`src/inc/igv_pkg.sv`:
```
package igv_pkg;

  // register bus geometry: byte address is four times the index
  localparam int          ADDR_W         = 8;
  localparam logic [5:0]  IDX_VOL3       = 6'h22;
  localparam logic [5:0]  IDX_AMP0       = 6'h23;
  localparam logic [5:0]  IDX_AMP1       = 6'h24;
  localparam logic [5:0]  IDX_AMP2       = 6'h25;
  localparam logic [5:0]  IDX_AMP3       = 6'h26;
  localparam logic [5:0]  IDX_RAMP_STAT  = 6'h30;
  localparam logic [5:0]  IDX_GAIN_STAT  = 6'h31;

  // reset values
  localparam logic [7:0]  RST_VOL3       = 8'h00;
  localparam logic [7:0]  RST_AMP        = 8'h40;

  // field positions of an amplifier control byte
  localparam int          AMP_MIC_BIT    = 7;
  localparam int          AMP_MUTE_BIT   = 6;
  localparam int          AMP_GAIN_LSB   = 0;
  localparam int          AMP_GAIN_W     = 6;
  localparam int          NUM_AMPS       = 4;

  // ramp status field position
  localparam int          STAT_BUSY_BIT  = 8;

  // volume codes: 0.375 dB attenuation per code, all ones is the floor
  localparam logic [7:0]  VOL_MAX_ATTEN  = 8'hFF;
  localparam logic [5:0]  GAIN_MIN       = 6'h00;
  localparam int          RAMP_FS_STEP   = 16;
  localparam logic [3:0]  RAMP_CNT_LAST  = 4'(RAMP_FS_STEP - 1);

  // gain slew times over the full gain span, and derived step periods
  localparam int          CLK_MHZ        = 125;
  localparam int          GAIN_CODES     = 64;
  localparam int          SLEW_FAST_US   = 21500;
  localparam int          SLEW_MID_US    = 42500;
  localparam int          SLEW_SLOW_US   = 85000;
  localparam int          SLEW_FAST_CYC  = SLEW_FAST_US * CLK_MHZ / GAIN_CODES;
  localparam int          SLEW_MID_CYC   = SLEW_MID_US * CLK_MHZ / GAIN_CODES;
  localparam int          SLEW_SLOW_CYC  = SLEW_SLOW_US * CLK_MHZ / GAIN_CODES;

  typedef enum logic [1:0] {SLEW_FAST, SLEW_MID, SLEW_SLOW, SLEW_RSVD} igv_slew_rate_t;

  typedef struct packed {
    logic       mic_en;
    logic       mute;
    logic [5:0] gain;
  } igv_amp_ctrl_t;

  typedef struct packed {
    logic       powered;
    logic       mute;
    logic       invert;
    logic [5:0] gain;
  } igv_amp_out_t;

  // one code toward the target, holding once there
  function automatic logic [7:0] step_toward(input logic [7:0] cur, input logic [7:0] tgt);
    if (cur < tgt)
      step_toward = cur + 8'h01;
    else if (cur > tgt)
      step_toward = cur - 8'h01;
    else
      step_toward = cur;
  endfunction

endpackage

```
`src/igv_gain_slew.sv`:
```
`timescale 1ns/1ns
module igv_gain_slew #(
  parameter int CNT_W    = 18,
  parameter int FAST_CYC = igv_pkg::SLEW_FAST_CYC,
  parameter int MID_CYC  = igv_pkg::SLEW_MID_CYC,
  parameter int SLOW_CYC = igv_pkg::SLEW_SLOW_CYC
)
(
  input  wire logic                  clock,
  input  wire logic                  rst_n,
  input  wire igv_pkg::igv_amp_ctrl_t ctrl,
  input  wire logic [1:0]            slew_rate,
  input  wire logic                  slew_disable,
  output igv_pkg::igv_amp_out_t      amp_out
);

  typedef struct packed {
    logic [CNT_W-1:0]      cnt;
    igv_pkg::igv_amp_out_t out;
  } igv_slew_state_t;

  igv_slew_state_t  s_reg;
  igv_slew_state_t  s_next;
  logic [CNT_W-1:0] last;

  // step period from the selected rate; the spare code takes the slowest
  always_comb
  begin
    unique case (igv_pkg::igv_slew_rate_t'(slew_rate))
      igv_pkg::SLEW_FAST: last = CNT_W'(FAST_CYC - 1);
      igv_pkg::SLEW_MID:  last = CNT_W'(MID_CYC - 1);
      igv_pkg::SLEW_SLOW: last = CNT_W'(SLOW_CYC - 1);
      igv_pkg::SLEW_RSVD: last = CNT_W'(SLOW_CYC - 1);
    endcase
  end

  // amplifier power, mute, inversion and slewed gain
  always_comb
  begin
    s_next             = s_reg;
    s_next.out.powered = ctrl.mic_en;
    s_next.out.mute    = ctrl.mute;
    s_next.out.invert  = ctrl.mic_en;
    if (!ctrl.mic_en)
    begin
      s_next.out.gain = igv_pkg::GAIN_MIN;
      s_next.cnt      = '0;
    end
    else if (ctrl.mute)
      s_next.cnt = '0;
    else if (slew_disable)
    begin
      s_next.out.gain = ctrl.gain;
      s_next.cnt      = '0;
    end
    else if (s_reg.out.gain == ctrl.gain)
      s_next.cnt = '0;
    else if (s_reg.cnt >= last)
    begin
      s_next.cnt      = '0;
      s_next.out.gain = 6'(igv_pkg::step_toward({2'b00, s_reg.out.gain}, {2'b00, ctrl.gain}));
    end
    else
      s_next.cnt = s_reg.cnt + CNT_W'(1);
  end

  always_ff @(posedge clock)
  begin
    if (!rst_n)
      s_reg <= '{cnt: '0, out: '{powered: 1'b0, mute: 1'b1, invert: 1'b0, gain: 6'h00}};
    else
      s_reg <= s_next;
  end

  assign amp_out = s_reg.out;

endmodule // igv_gain_slew

```
`src/igv_top.sv`:
```
// Decided for this implementation: register access over APB.
`timescale 1ns/1ns
module igv_top #(
  parameter int SLEW_CNT_W    = 18,
  parameter int SLEW_FAST_CYC = igv_pkg::SLEW_FAST_CYC,
  parameter int SLEW_MID_CYC  = igv_pkg::SLEW_MID_CYC,
  parameter int SLEW_SLOW_CYC = igv_pkg::SLEW_SLOW_CYC
)
(
  input  wire logic                         clock,
  input  wire logic                         rst_n,
  input  wire logic                         psel,
  input  wire logic                         penable,
  input  wire logic                         pwrite,
  input  wire logic [igv_pkg::ADDR_W-1:0]   paddr,
  input  wire logic [31:0]                  pwdata,
  input  wire logic [3:0]                   pstrb,
  output logic      [31:0]                  prdata,
  output logic                              pready,
  output logic                              pslverr,
  input  wire logic                         sample_tick,
  input  wire logic                         decimator3_enable,
  input  wire logic [1:0]                   slew_rate,
  input  wire logic [3:0]                   slew_disable,
  output logic      [7:0]                   channel3_volume_applied,
  output logic                              channel3_ramp_busy,
  output igv_pkg::igv_amp_out_t [3:0]       amp_out
);

  typedef struct packed {
    logic [7:0]                   channel3_volume_code;
    igv_pkg::igv_amp_ctrl_t [3:0] amp;
    logic [31:0]                  rdata;
    logic                         ready;
    logic                         slverr;
  } igv_top_state_t;

  igv_top_state_t s_reg;
  igv_top_state_t s_next;
  logic [7:0]     vol_applied;
  logic           vol_busy;
  logic [5:0]     idx;
  logic           setup;
  logic           access;

  // bus phases; index is the word address
  assign idx    = paddr[igv_pkg::ADDR_W-1:2];
  assign setup  = psel && !penable;
  assign access = psel && penable && s_reg.ready;

  // address decode shared by read and write paths
  function automatic logic addr_hit(input logic [igv_pkg::ADDR_W-1:0] a);
    logic [5:0] i;
    i = a[igv_pkg::ADDR_W-1:2];
    addr_hit = (a[1:0] == 2'b00) &&
               ((i == igv_pkg::IDX_VOL3) || (i == igv_pkg::IDX_AMP0) ||
                (i == igv_pkg::IDX_AMP1) || (i == igv_pkg::IDX_AMP2) ||
                (i == igv_pkg::IDX_AMP3) || (i == igv_pkg::IDX_RAMP_STAT) ||
                (i == igv_pkg::IDX_GAIN_STAT));
  endfunction

  // register file and apb slave
  always_comb
  begin
    s_next        = s_reg;
    s_next.ready  = 1'b0;
    s_next.slverr = 1'b0;
    // setup cycle: latch read data and error, answer in the access cycle
    if (setup)
    begin
      s_next.ready  = 1'b1;
      s_next.slverr = !addr_hit(paddr);
      s_next.rdata  = 32'h0000_0000;
      if (addr_hit(paddr))
      begin
        unique case (idx)
          igv_pkg::IDX_VOL3:      s_next.rdata[7:0] = s_reg.channel3_volume_code;
          igv_pkg::IDX_AMP0:      s_next.rdata[7:0] = s_reg.amp[0];
          igv_pkg::IDX_AMP1:      s_next.rdata[7:0] = s_reg.amp[1];
          igv_pkg::IDX_AMP2:      s_next.rdata[7:0] = s_reg.amp[2];
          igv_pkg::IDX_AMP3:      s_next.rdata[7:0] = s_reg.amp[3];
          igv_pkg::IDX_RAMP_STAT:
          begin
            s_next.rdata[7:0]                    = vol_applied;
            s_next.rdata[igv_pkg::STAT_BUSY_BIT] = vol_busy;
          end
          igv_pkg::IDX_GAIN_STAT:
          begin
            for (int k = 0; k < igv_pkg::NUM_AMPS; k++)
              s_next.rdata[k*6 +: 6] = amp_out[k].gain;
          end
          default:                s_next.rdata = 32'h0000_0000;
        endcase
      end
    end
    // access cycle: writes land on the completing edge, low byte lane only
    if (access && pwrite && !s_reg.slverr && pstrb[0])
    begin
      unique case (idx)
        igv_pkg::IDX_VOL3: s_next.channel3_volume_code = pwdata[7:0];
        igv_pkg::IDX_AMP0: s_next.amp[0] = pwdata[7:0];
        igv_pkg::IDX_AMP1: s_next.amp[1] = pwdata[7:0];
        igv_pkg::IDX_AMP2: s_next.amp[2] = pwdata[7:0];
        igv_pkg::IDX_AMP3: s_next.amp[3] = pwdata[7:0];
        default:           s_next.rdata  = s_reg.rdata;
      endcase
    end
  end

  // synchronous reset of all registers
  always_ff @(posedge clock)
  begin
    if (!rst_n)
    begin
      s_reg.channel3_volume_code <= igv_pkg::RST_VOL3;
      for (int k = 0; k < igv_pkg::NUM_AMPS; k++)
        s_reg.amp[k] <= igv_pkg::RST_AMP;
      s_reg.rdata  <= 32'h0000_0000;
      s_reg.ready  <= 1'b0;
      s_reg.slverr <= 1'b0;
    end
    else
      s_reg <= s_next;
  end

  igv_vol_ramp u_ramp
  (
    .clock       (clock),
    .rst_n       (rst_n),
    .sample_tick (sample_tick),
    .decim_en    (decimator3_enable),
    .target      (s_reg.channel3_volume_code),
    .applied     (vol_applied),
    .busy        (vol_busy)
  );

  // one slew engine per amplifier
  for (genvar g = 0; g < igv_pkg::NUM_AMPS; g++)
  begin : g_amp
    igv_gain_slew #(
      .CNT_W    (SLEW_CNT_W),
      .FAST_CYC (SLEW_FAST_CYC),
      .MID_CYC  (SLEW_MID_CYC),
      .SLOW_CYC (SLEW_SLOW_CYC)
    ) u_slew
    (
      .clock        (clock),
      .rst_n        (rst_n),
      .ctrl         (s_reg.amp[g]),
      .slew_rate    (slew_rate),
      .slew_disable (slew_disable[g]),
      .amp_out      (amp_out[g])
    );
  end

  assign prdata                  = s_reg.rdata;
  assign pready                  = s_reg.ready;
  assign pslverr                 = s_reg.slverr;
  assign channel3_volume_applied = vol_applied;
  assign channel3_ramp_busy      = vol_busy;

endmodule // igv_top

```
`src/igv_vol_ramp.sv`:
```
`timescale 1ns/1ns
module igv_vol_ramp
(
  input  wire logic       clock,
  input  wire logic       rst_n,
  input  wire logic       sample_tick,
  input  wire logic       decim_en,
  input  wire logic [7:0] target,
  output logic      [7:0] applied,
  output logic            busy
);

  typedef struct packed {
    logic [7:0] vol;
    logic [3:0] cnt;
    logic       en_d;
    logic       busy;
  } igv_ramp_state_t;

  igv_ramp_state_t s_reg;
  igv_ramp_state_t s_next;

  // ramp sequencing
  always_comb
  begin
    s_next      = s_reg;
    s_next.en_d = decim_en;
    if (!decim_en)
    begin
      s_next.vol = igv_pkg::VOL_MAX_ATTEN;
      s_next.cnt = 4'h0;
    end
    else if (!s_reg.en_d)
    begin
      s_next.vol = igv_pkg::VOL_MAX_ATTEN;
      s_next.cnt = 4'h0;
    end
    else if (s_reg.vol == target)
      s_next.cnt = 4'h0;
    else if (sample_tick)
    begin
      if (s_reg.cnt == igv_pkg::RAMP_CNT_LAST)
      begin
        s_next.cnt = 4'h0;
        s_next.vol = igv_pkg::step_toward(s_reg.vol, target);
      end
      else
        s_next.cnt = s_reg.cnt + 4'h1;
    end
    s_next.busy = decim_en && (s_next.vol != target);
  end

  always_ff @(posedge clock)
  begin
    if (!rst_n)
      s_reg <= '{vol: igv_pkg::VOL_MAX_ATTEN, cnt: 4'h0, en_d: 1'b0, busy: 1'b0};
    else
      s_reg <= s_next;
  end

  assign applied = s_reg.vol;
  assign busy    = s_reg.busy;

endmodule // igv_vol_ramp

```
`config.mk`:
```
export PLATFORM = sky130hd
export DESIGN_NAME = igv_top
export DESIGN_NICKNAME = d
export VERILOG_FILES = /design/src/inc/igv_pkg.sv /design/src/igv_gain_slew.sv /design/src/igv_top.sv /design/src/igv_vol_ramp.sv
export SDC_FILE = /design/constraint.sdc
export NUM_CORES = 1
export LEC_CHECK = 0
export ABC_AREA = 1
export CAP_MARGIN = 25
export CORE_UTILIZATION = 50
export CTS_CLUSTER_SIZE = 10
export DETAILED_ROUTE_END_ITERATION = 12
export DONT_BUFFER_PORTS = 1
export PLACE_DENSITY = 0.73
export SLEW_MARGIN = 25
export SYNTH_ARGS = -nofsm -noshare
export SYNTH_HDL_FRONTEND = slang
export SYNTH_SLANG_ARGS = --single-unit
```
`constraint.sdc`:
```
create_clock -name clock -period 5.9 [get_ports clock]
set_clock_uncertainty 0.05 [all_clocks]
set_input_delay 1.18 -clock clock [delete_from_list [all_inputs] [get_ports clock]]
set_output_delay 1.18 -clock clock [all_outputs]
set_load 0.005 [all_outputs]
```
==> impl_results.md, run 1 <==
* Status: finished with violations
* Failing checks: DRC
* P_leak at 4.72 nW
* Hold-fix buffers at CTS at 0
* DIE HEIGHT at 153 um
* Row count at 54
* Post-CTS Setup Bufs at 0
* Placement Cell Area at 0.0110 mm^2
* Critical-path top delay cell: o21ai_1
* Worst slew pin tran at 0.867 ns
* CTS tree: yes
* Gate count of the mapped netlist at approximately 1600
* Final setup TNS at 0 ns
* Drt drc at 7
* Critical Path Max Stage Delay at 0.41 ns
* RSZ-0062 raised after global routing: no
* FF+latch area at 0.00368 mm^2
* Sequential area share after synthesis at 32.4%
* I/O Buffers at 0
* Layout cells sized above 1 at between 4 and 5%
* H-tree levels at 4
* Post-DR vias/cell at 5.50
* Routed Antenna Nets at 0
* Worst path most repeated cell: nand2_1
* Period Utilization, post-route at 59.0%
* Max-Cap Viols at 0
* Worst hold start: u_ramp.s_reg[1]
* Leading area contributor after synthesis: dfxtp_1
* Worst skew pair latency at 0.45 ns
* Dominant synthesized flop cell: dfxtp_1
* Startpoint Class: input port
* R2R setup slack at 2.85 ns
* Detailed Route WL at approximately 27000 um
* Clock Sinks at ~180
* Initial antenna violation count at 0
* Post-synth EDFFs at 0
* Rel. slew slack at 42.0%
* First-pass GRT wire length at 44300 um
* Nets at 1634
* RR Startpoint: g_amp[0].u_slew.amp_out[1]
* PD cells at 213 mW/mm^2
* Die span in x at 153 um
* Mean post-synth cell area at 7.33 um^2
* Number of flip-flops in the largest register at roughly 70
* TritonCTS Buffers at 17
* Min-delay worst type: register to register
* Worst Setup End Kind: register
* Worst-path fanout max at 11
* Top delay family on crit path: simple AND/OR/NAND/NOR gates
* Area of the die at 0.0233 mm^2
* Area grow syn2layout at 2.16%
* Minimum clock period at 3.48 ns
* First-pass detailed-route iteration total at 12
* Arrival @ worst endpoint at 3.77 ns
* # diodes at 0
* CP Buf/Inv Count at 2
* Clock Path Buffers at 2
* Drt wl/cell at 15.3 um
* Critical Path Start: slew_rate[0]
* Cell area after layout at 0.0116 mm^2
* CTS clk-pin slew, worst paths at 0.08 ns
* Asr flop ratio synth at 0%
* Synth top area cells: dfxtp_1 32%, ha_1 11%, nand2_1 8.7%
* Area of the multi-input gates at 0.00628 mm^2
* Critical Path RT at 6.18 ns
* Post-cts sizing count at 0
* Routability cong. at 0.924
* Most frequent cells in the layout: 264 x nand2_1, 184 x dfxtp_1, 177 x inv_1
* #FFs+latches synth at 184
* Fillers at approximately 2100
* Vias in the first global route at 8767
* Starting density of the core at about half
* Core area at 0.0220 mm^2
* Yosys synthesis warning count at 0
* Final setup fails at 0
* Worst path cell trace: inv_1 -> nor2_1 -> inv_1 -> ha_1 -> nand2_1 -> nor4_1 -> nand4_1 -> nand4_1 -> nand3_1 -> o21ai_1 -> nand2_1 -> nand2_1 -> nor2_1
* Iter 0 DRT Violations at 858
* Clk root buf: clkbuf_16
* Largest net degree at the start of global routing at 64
* WS Path Type: input port to register
* HPWL Detailed at 20200 um
* Final hold violations at 0
* Ports at 136
* Gr usage total at 23.5%
* Routed vias at 9691
* Mapped Area at 0.0114 mm^2
* Commonest non-fill, non-tap cell in the layout: nand2_1
* Fmax at 0.287 GHz
* Synth cell types at 49
* Yosys top cell area share at roughly a third
* Fin. max-slew vios at 0
* Grt ovf at 0
* Peak supply drop at 0.000162 V
[metal layers]
layer	routed length (um)	vias to the layer above	track usage (%)	part of all wire [%]
li1	-	4930	-	-
met5	0	-	0	0
met1	12200	4425	31.1	45
met4	707	0	8.32	2.6
met2	12100	276	37.4	45
met3	1920	60	5.35	7.1
[synth_stat cells (2+ instances only)]
cell and count:
a21oi_1 136, a31oi_1 6, buf_2 8, buf_4 76, buf_6 3, clkbuf_1 19
clkinv_1 3, dfxtp_1 184, fa_1 4, ha_1 103, inv_1 177, inv_2 2
nand2_1 264, nand3_1 98, nand3b_1 4, nand4_1 40, nor2_1 146, nor2_2 7
nor2_4 11, nor3_1 27, nor3_2 7, nor3b_1 3, nor4_1 8, o2111ai_1 2
o211ai_1 7, o21ai_0 103, o221ai_1 7, o22ai_1 13, o31ai_1 6, or4_1 2
xnor2_1 22, xor2_1 35
[power by group]
part / internal [mW] / switching [mW] / leakage [nW]
logic: 0.0219 / 0.0474 / 2.95
clock network: 0.601 / 0.547 / 0.282
registers: 1.25 / 0.00359 / 1.48
[kinds of logic after synthesis]
kind of cell | after synthesis | synth area share, %
buffers and inverters | 290 | 12.5
adder cells (fa/ha/maj) | 107 | 12.0
other | 1 | 0.0330
AND/OR/NAND/NOR | 625 | 25.0
flip-flops | 184 | 32.4
AO/OA/AOI/OAI | 285 | 13.4
XOR/XNOR | 57 | 4.39
multiplexers | 1 | 0.0881
[area by class of cell]
type	instances	area share [%]
clock inverter	14	1.41
inverter	182	5.89
timing repair buffer	2	0.129
multi-input combinational	1083	54.1
tap	280	3.02
clock buffer	18	3.70
sequential	184	31.7
[metrics by stage]
stage | utilization (%) | hold slack (ns) | instances | power, mW | worst slack [ns]
floorplan | - | 0.345 | 1557 | 1.35 | 2.21
global placement | 50.0 | 0.351 | 1731 | 1.34 | 1.97
detailed placement | 50.0 | 0.366 | 1731 | 1.35 | 1.89
CTS | 52.7 | 0.385 | 1763 | 2.48 | 2.34
global route | 52.7 | 0.393 | 1763 | 2.54 | 1.98
finish | 52.7 | 0.382 | 1763 | 2.47 | 2.42
[path summary, 6_finish.rpt]
kind,cells after the start,endpoint
setup reg to reg,16,g_amp[0].u_slew.amp_out[5]
setup / recovery,13,g_amp[1].u_slew.amp_out[2]
hold / removal,1,u_ramp.applied[3]
hold reg to reg,1,u_ramp.applied[3]
Power figures use the tool's default switching activity.
==> run 2, diff against run 1 <==
PLACE_DENSITY = 0.76   (was 0.73)
clock period = 3.1 ns   (was 5.9 ns; I/O delays follow)
==> run 2 against run 1 <==
First-iteration DRC count fell by 2.4%; global-route usage rose by 0.44 points; largest cell class unchanged; die area did not move; sequential power rose by 90%; design area rose by 2.5%; clock power rose by 90%; final cell count rose by 2.2%; combinational power rose by 100%; the run still ends with DRC left; wire length rose by 2.5%; count of clock-buffer cells in the layout rose by 1.
==> impl_results.md, run 2 (synthesis gave the netlist of run 1 again) <==
* Routed Antenna Nets at 0 (unchanged)
* Met1 GRT Util at 30.1% (was 31.1%)
* Gate power share at 2.9% (was 2.8%)
* Final WS setup at 0.303 ns (was 2.42 ns)
* Initial antenna violation count at 0 (unchanged)
* HPWL Detailed at 20900 um (was 20200 um)
* Detailed Route WL at 27700 um (was 27000 um)
* Clock Power Share at 46.6% (about the same)
* Worst-path fanout max at 4 (was 11)
* Post-DR vias/cell at 5.52 (was 5.50)
* Post-layout util at 54.0% (was 52.7%)
* Drt wl/cell at 15.4 um (was 15.3 um)
* P_int at 3.59 mW (was 1.87 mW)
* Die span in x at 153 um (unchanged)
* Area grow syn2layout at 4.67% (was 2.16%)
* Iter 0 DRT Violations at 837 (was 858)
* RSZ-0062 raised after global routing: no (unchanged)
* Period Utilization, post-route at 90.2%
* H-tree levels at 4 (unchanged)
* Critical Path RT at 3.43 ns (was 6.18 ns)
* Vias in the first global route at 9297 (was 8767)
* Rel. slew slack at 49.7% (was 42.0%)
* Top delay family on crit path: compound AO/OA/AOI/OAI gates (was simple AND/OR/NAND/NOR gates)
* Final hold violations at 0 (unchanged)
* CTS clk-pin slew, worst paths at 0.07 ns (was 0.08 ns)
* Final setup fails at 0 (unchanged)
* Commonest non-fill, non-tap cell in the layout: nand2_1 (unchanged)
* Drt drc at 4 (was 7)
* Clock Path Buffers at 2 (unchanged)
* Nets at 1672 (was 1634)
* Max-Cap Viols at 0 (unchanged)
* Final Total Pwr at 4.71 mW (was 2.47 mW)
* # diodes at 0 (unchanged)
* PD cells at 396 mW/mm^2 (was 213 mW/mm^2)
* P_leak at 4.90 nW (was 4.72 nW)
* Arrival @ worst endpoint at 3.13 ns (was 3.77 ns)
* WS Path Type: register to register (was input port to register)
* Reg power frac at 50.5% (was 50.6%)
* Worst skew pair latency at 0.45 ns (about the same)
* Gr usage total at 23.9% (was 23.5%)
* Worst path most repeated cell: nand2_1 (unchanged)
* Worst Setup End Kind: register (unchanged)
* Critical Path Max Stage Delay at 0.35 ns (was 0.41 ns)
* Starting density of the core at 51.6% (unchanged)
* Largest net degree at the start of global routing at 64 (unchanged)
* Worst path cell trace: inv_1 -> ha_1 -> nand2_1 -> nor2_1 -> o21ai_0 -> o211ai_1 -> ha_1 -> a21oi_1 -> nand2_1 -> nand2_1 -> nand2_1 -> a21oi_1 -> nor2_1 -> o22ai_1 -> nand2_1 -> a21oi_1 (was inv_1 -> nor2_1 -> inv_1 -> ha_1 -> nand2_1 -> nor4_1 -> nand4_1 -> nand4_1 -> nand3_1 -> o21ai_1 -> nand2_1 -> nand2_1 -> nor2_1)
* Met2 usage at 40.7% (was 37.4%)
* Fmax at 0.357 GHz
* Switching pwr at 1.12 mW (was 0.598 mW)
* CP Buf/Inv Count at 1 (was 2)
* Pre-CTS WS at 0.197 ns (was 1.89 ns)
* Fillers at 2036 (was 2095)
* Fin. max-slew vios at 0 (unchanged)
* Routability cong. at 0.939 (was 0.924)
* Number of flip-flops in the largest register at 72 (unchanged)
* Min-delay worst type: input port to register (was register to register)
* Clk root buf: clkbuf_16 (unchanged)
* Minimum clock period at roughly 2.8 ns
* Layout cells sized above 1 at 7.03% (was 4.52%)
* Met3 GRT Util at 4.84% (was 5.35%)
* WHS at 0.191 ns (was 0.382 ns)
* First-pass detailed-route iteration total at 12 (unchanged)
* Worst slew pin tran at 0.754 ns (was 0.867 ns)
* Core area at 0.0220 mm^2 (unchanged)
* TritonCTS Buffers at 17 (unchanged)
* Area of the die at 0.0233 mm^2 (unchanged)
* Grt ovf at 0 (unchanged)
* Failing checks: DRC (unchanged)
* Most frequent cells in the layout: 264 x nand2_1, 184 x dfxtp_1, 177 x inv_1 (unchanged)
* First-pass GRT wire length at 45500 um (was 44300 um)
* Clock Sinks at 184 (unchanged)
* Status: finished with violations (unchanged)
* Switching Share at 23.8% (was 24.2%)
* Critical-path top delay cell: ha_1 (was o21ai_1)
* Peak supply drop at 0.000351 V (was 0.000162 V)
* DIE HEIGHT at 153 um (unchanged)
* Routed vias at 9948 (was 9691)
* GR peak layer: met2 (unchanged)
* Ports at 136 (unchanged)
* Row count at 54 (unchanged)
* CTS tree: yes (unchanged)
* I/O Buffers at 0 (unchanged)
* Final setup TNS at 0 ns (unchanged)
* Startpoint Class: register (was input port)
[run 2: cell count changes in the layout (fill, tap and decap cells not counted), moves of 2 or more]
cell / delta
buf_4: +38
clkinv_4: -4
inv_6: +4
clkbuf_8: +2
inv_8: -2
[run 2: repair_timing]
action / CTS / global route
hold buffers: 0 / 0
resized for setup: 0 / 0
buffers inserted: 0 / 5
setup endpoints to repair: 0 / 2
[run 2: final timing paths]
kind	from	end	slack [ns]	cells after the start
max reg2reg	s_reg[63]	g_amp[3].u_slew.amp_out[5]	0.30	16
max	s_reg[63]	g_amp[3].u_slew.amp_out[5]	0.30	16
min	rst_n	g_amp[0].u_slew.amp_out[7]	0.19	1
min reg2reg	u_ramp.s_reg[1]	u_ramp.applied[3]	0.38	1
[run 2: final cells by class]
class	count	area, um^2	share of cell area, %
inverter	182	683	5.75
tap	280	350	2.95
sequential	184	3680	31.0
clock inverter	13	138	1.16
multi-input combinational	1083	6280	52.8
timing repair buffer	40	300	2.53
clock buffer	19	453	3.81
[run 2: power groups by stage]
stage                     Clock (mW)  Sequential, mW  Combinational (mW)
after floorplan                    0            2.43               0.134
after global placement             0            2.43               0.131
after detailed placement           0            2.43               0.135
after CTS                       2.23            2.38               0.138
after global routing            2.33            2.38               0.161
final                           2.19            2.38               0.139
[run 2: metal layers]
metal | wire length [um] | vias to the layer above
met2 | 12900 | 291
met5 | 0 | -
met4 | 708 | 0
met3 | 1960 | 47
li1 | - | 5019
met1 | 12100 | 4591
[run 2: stage by stage]
stage | std cells | instance area [um^2]
detailed placement | 1764 | 11300
global route | 1801 | 11900
CTS | 1796 | 11900
global placement | 1764 | 11300
finish | 1801 | 11900
floorplan | 1557 | 11400
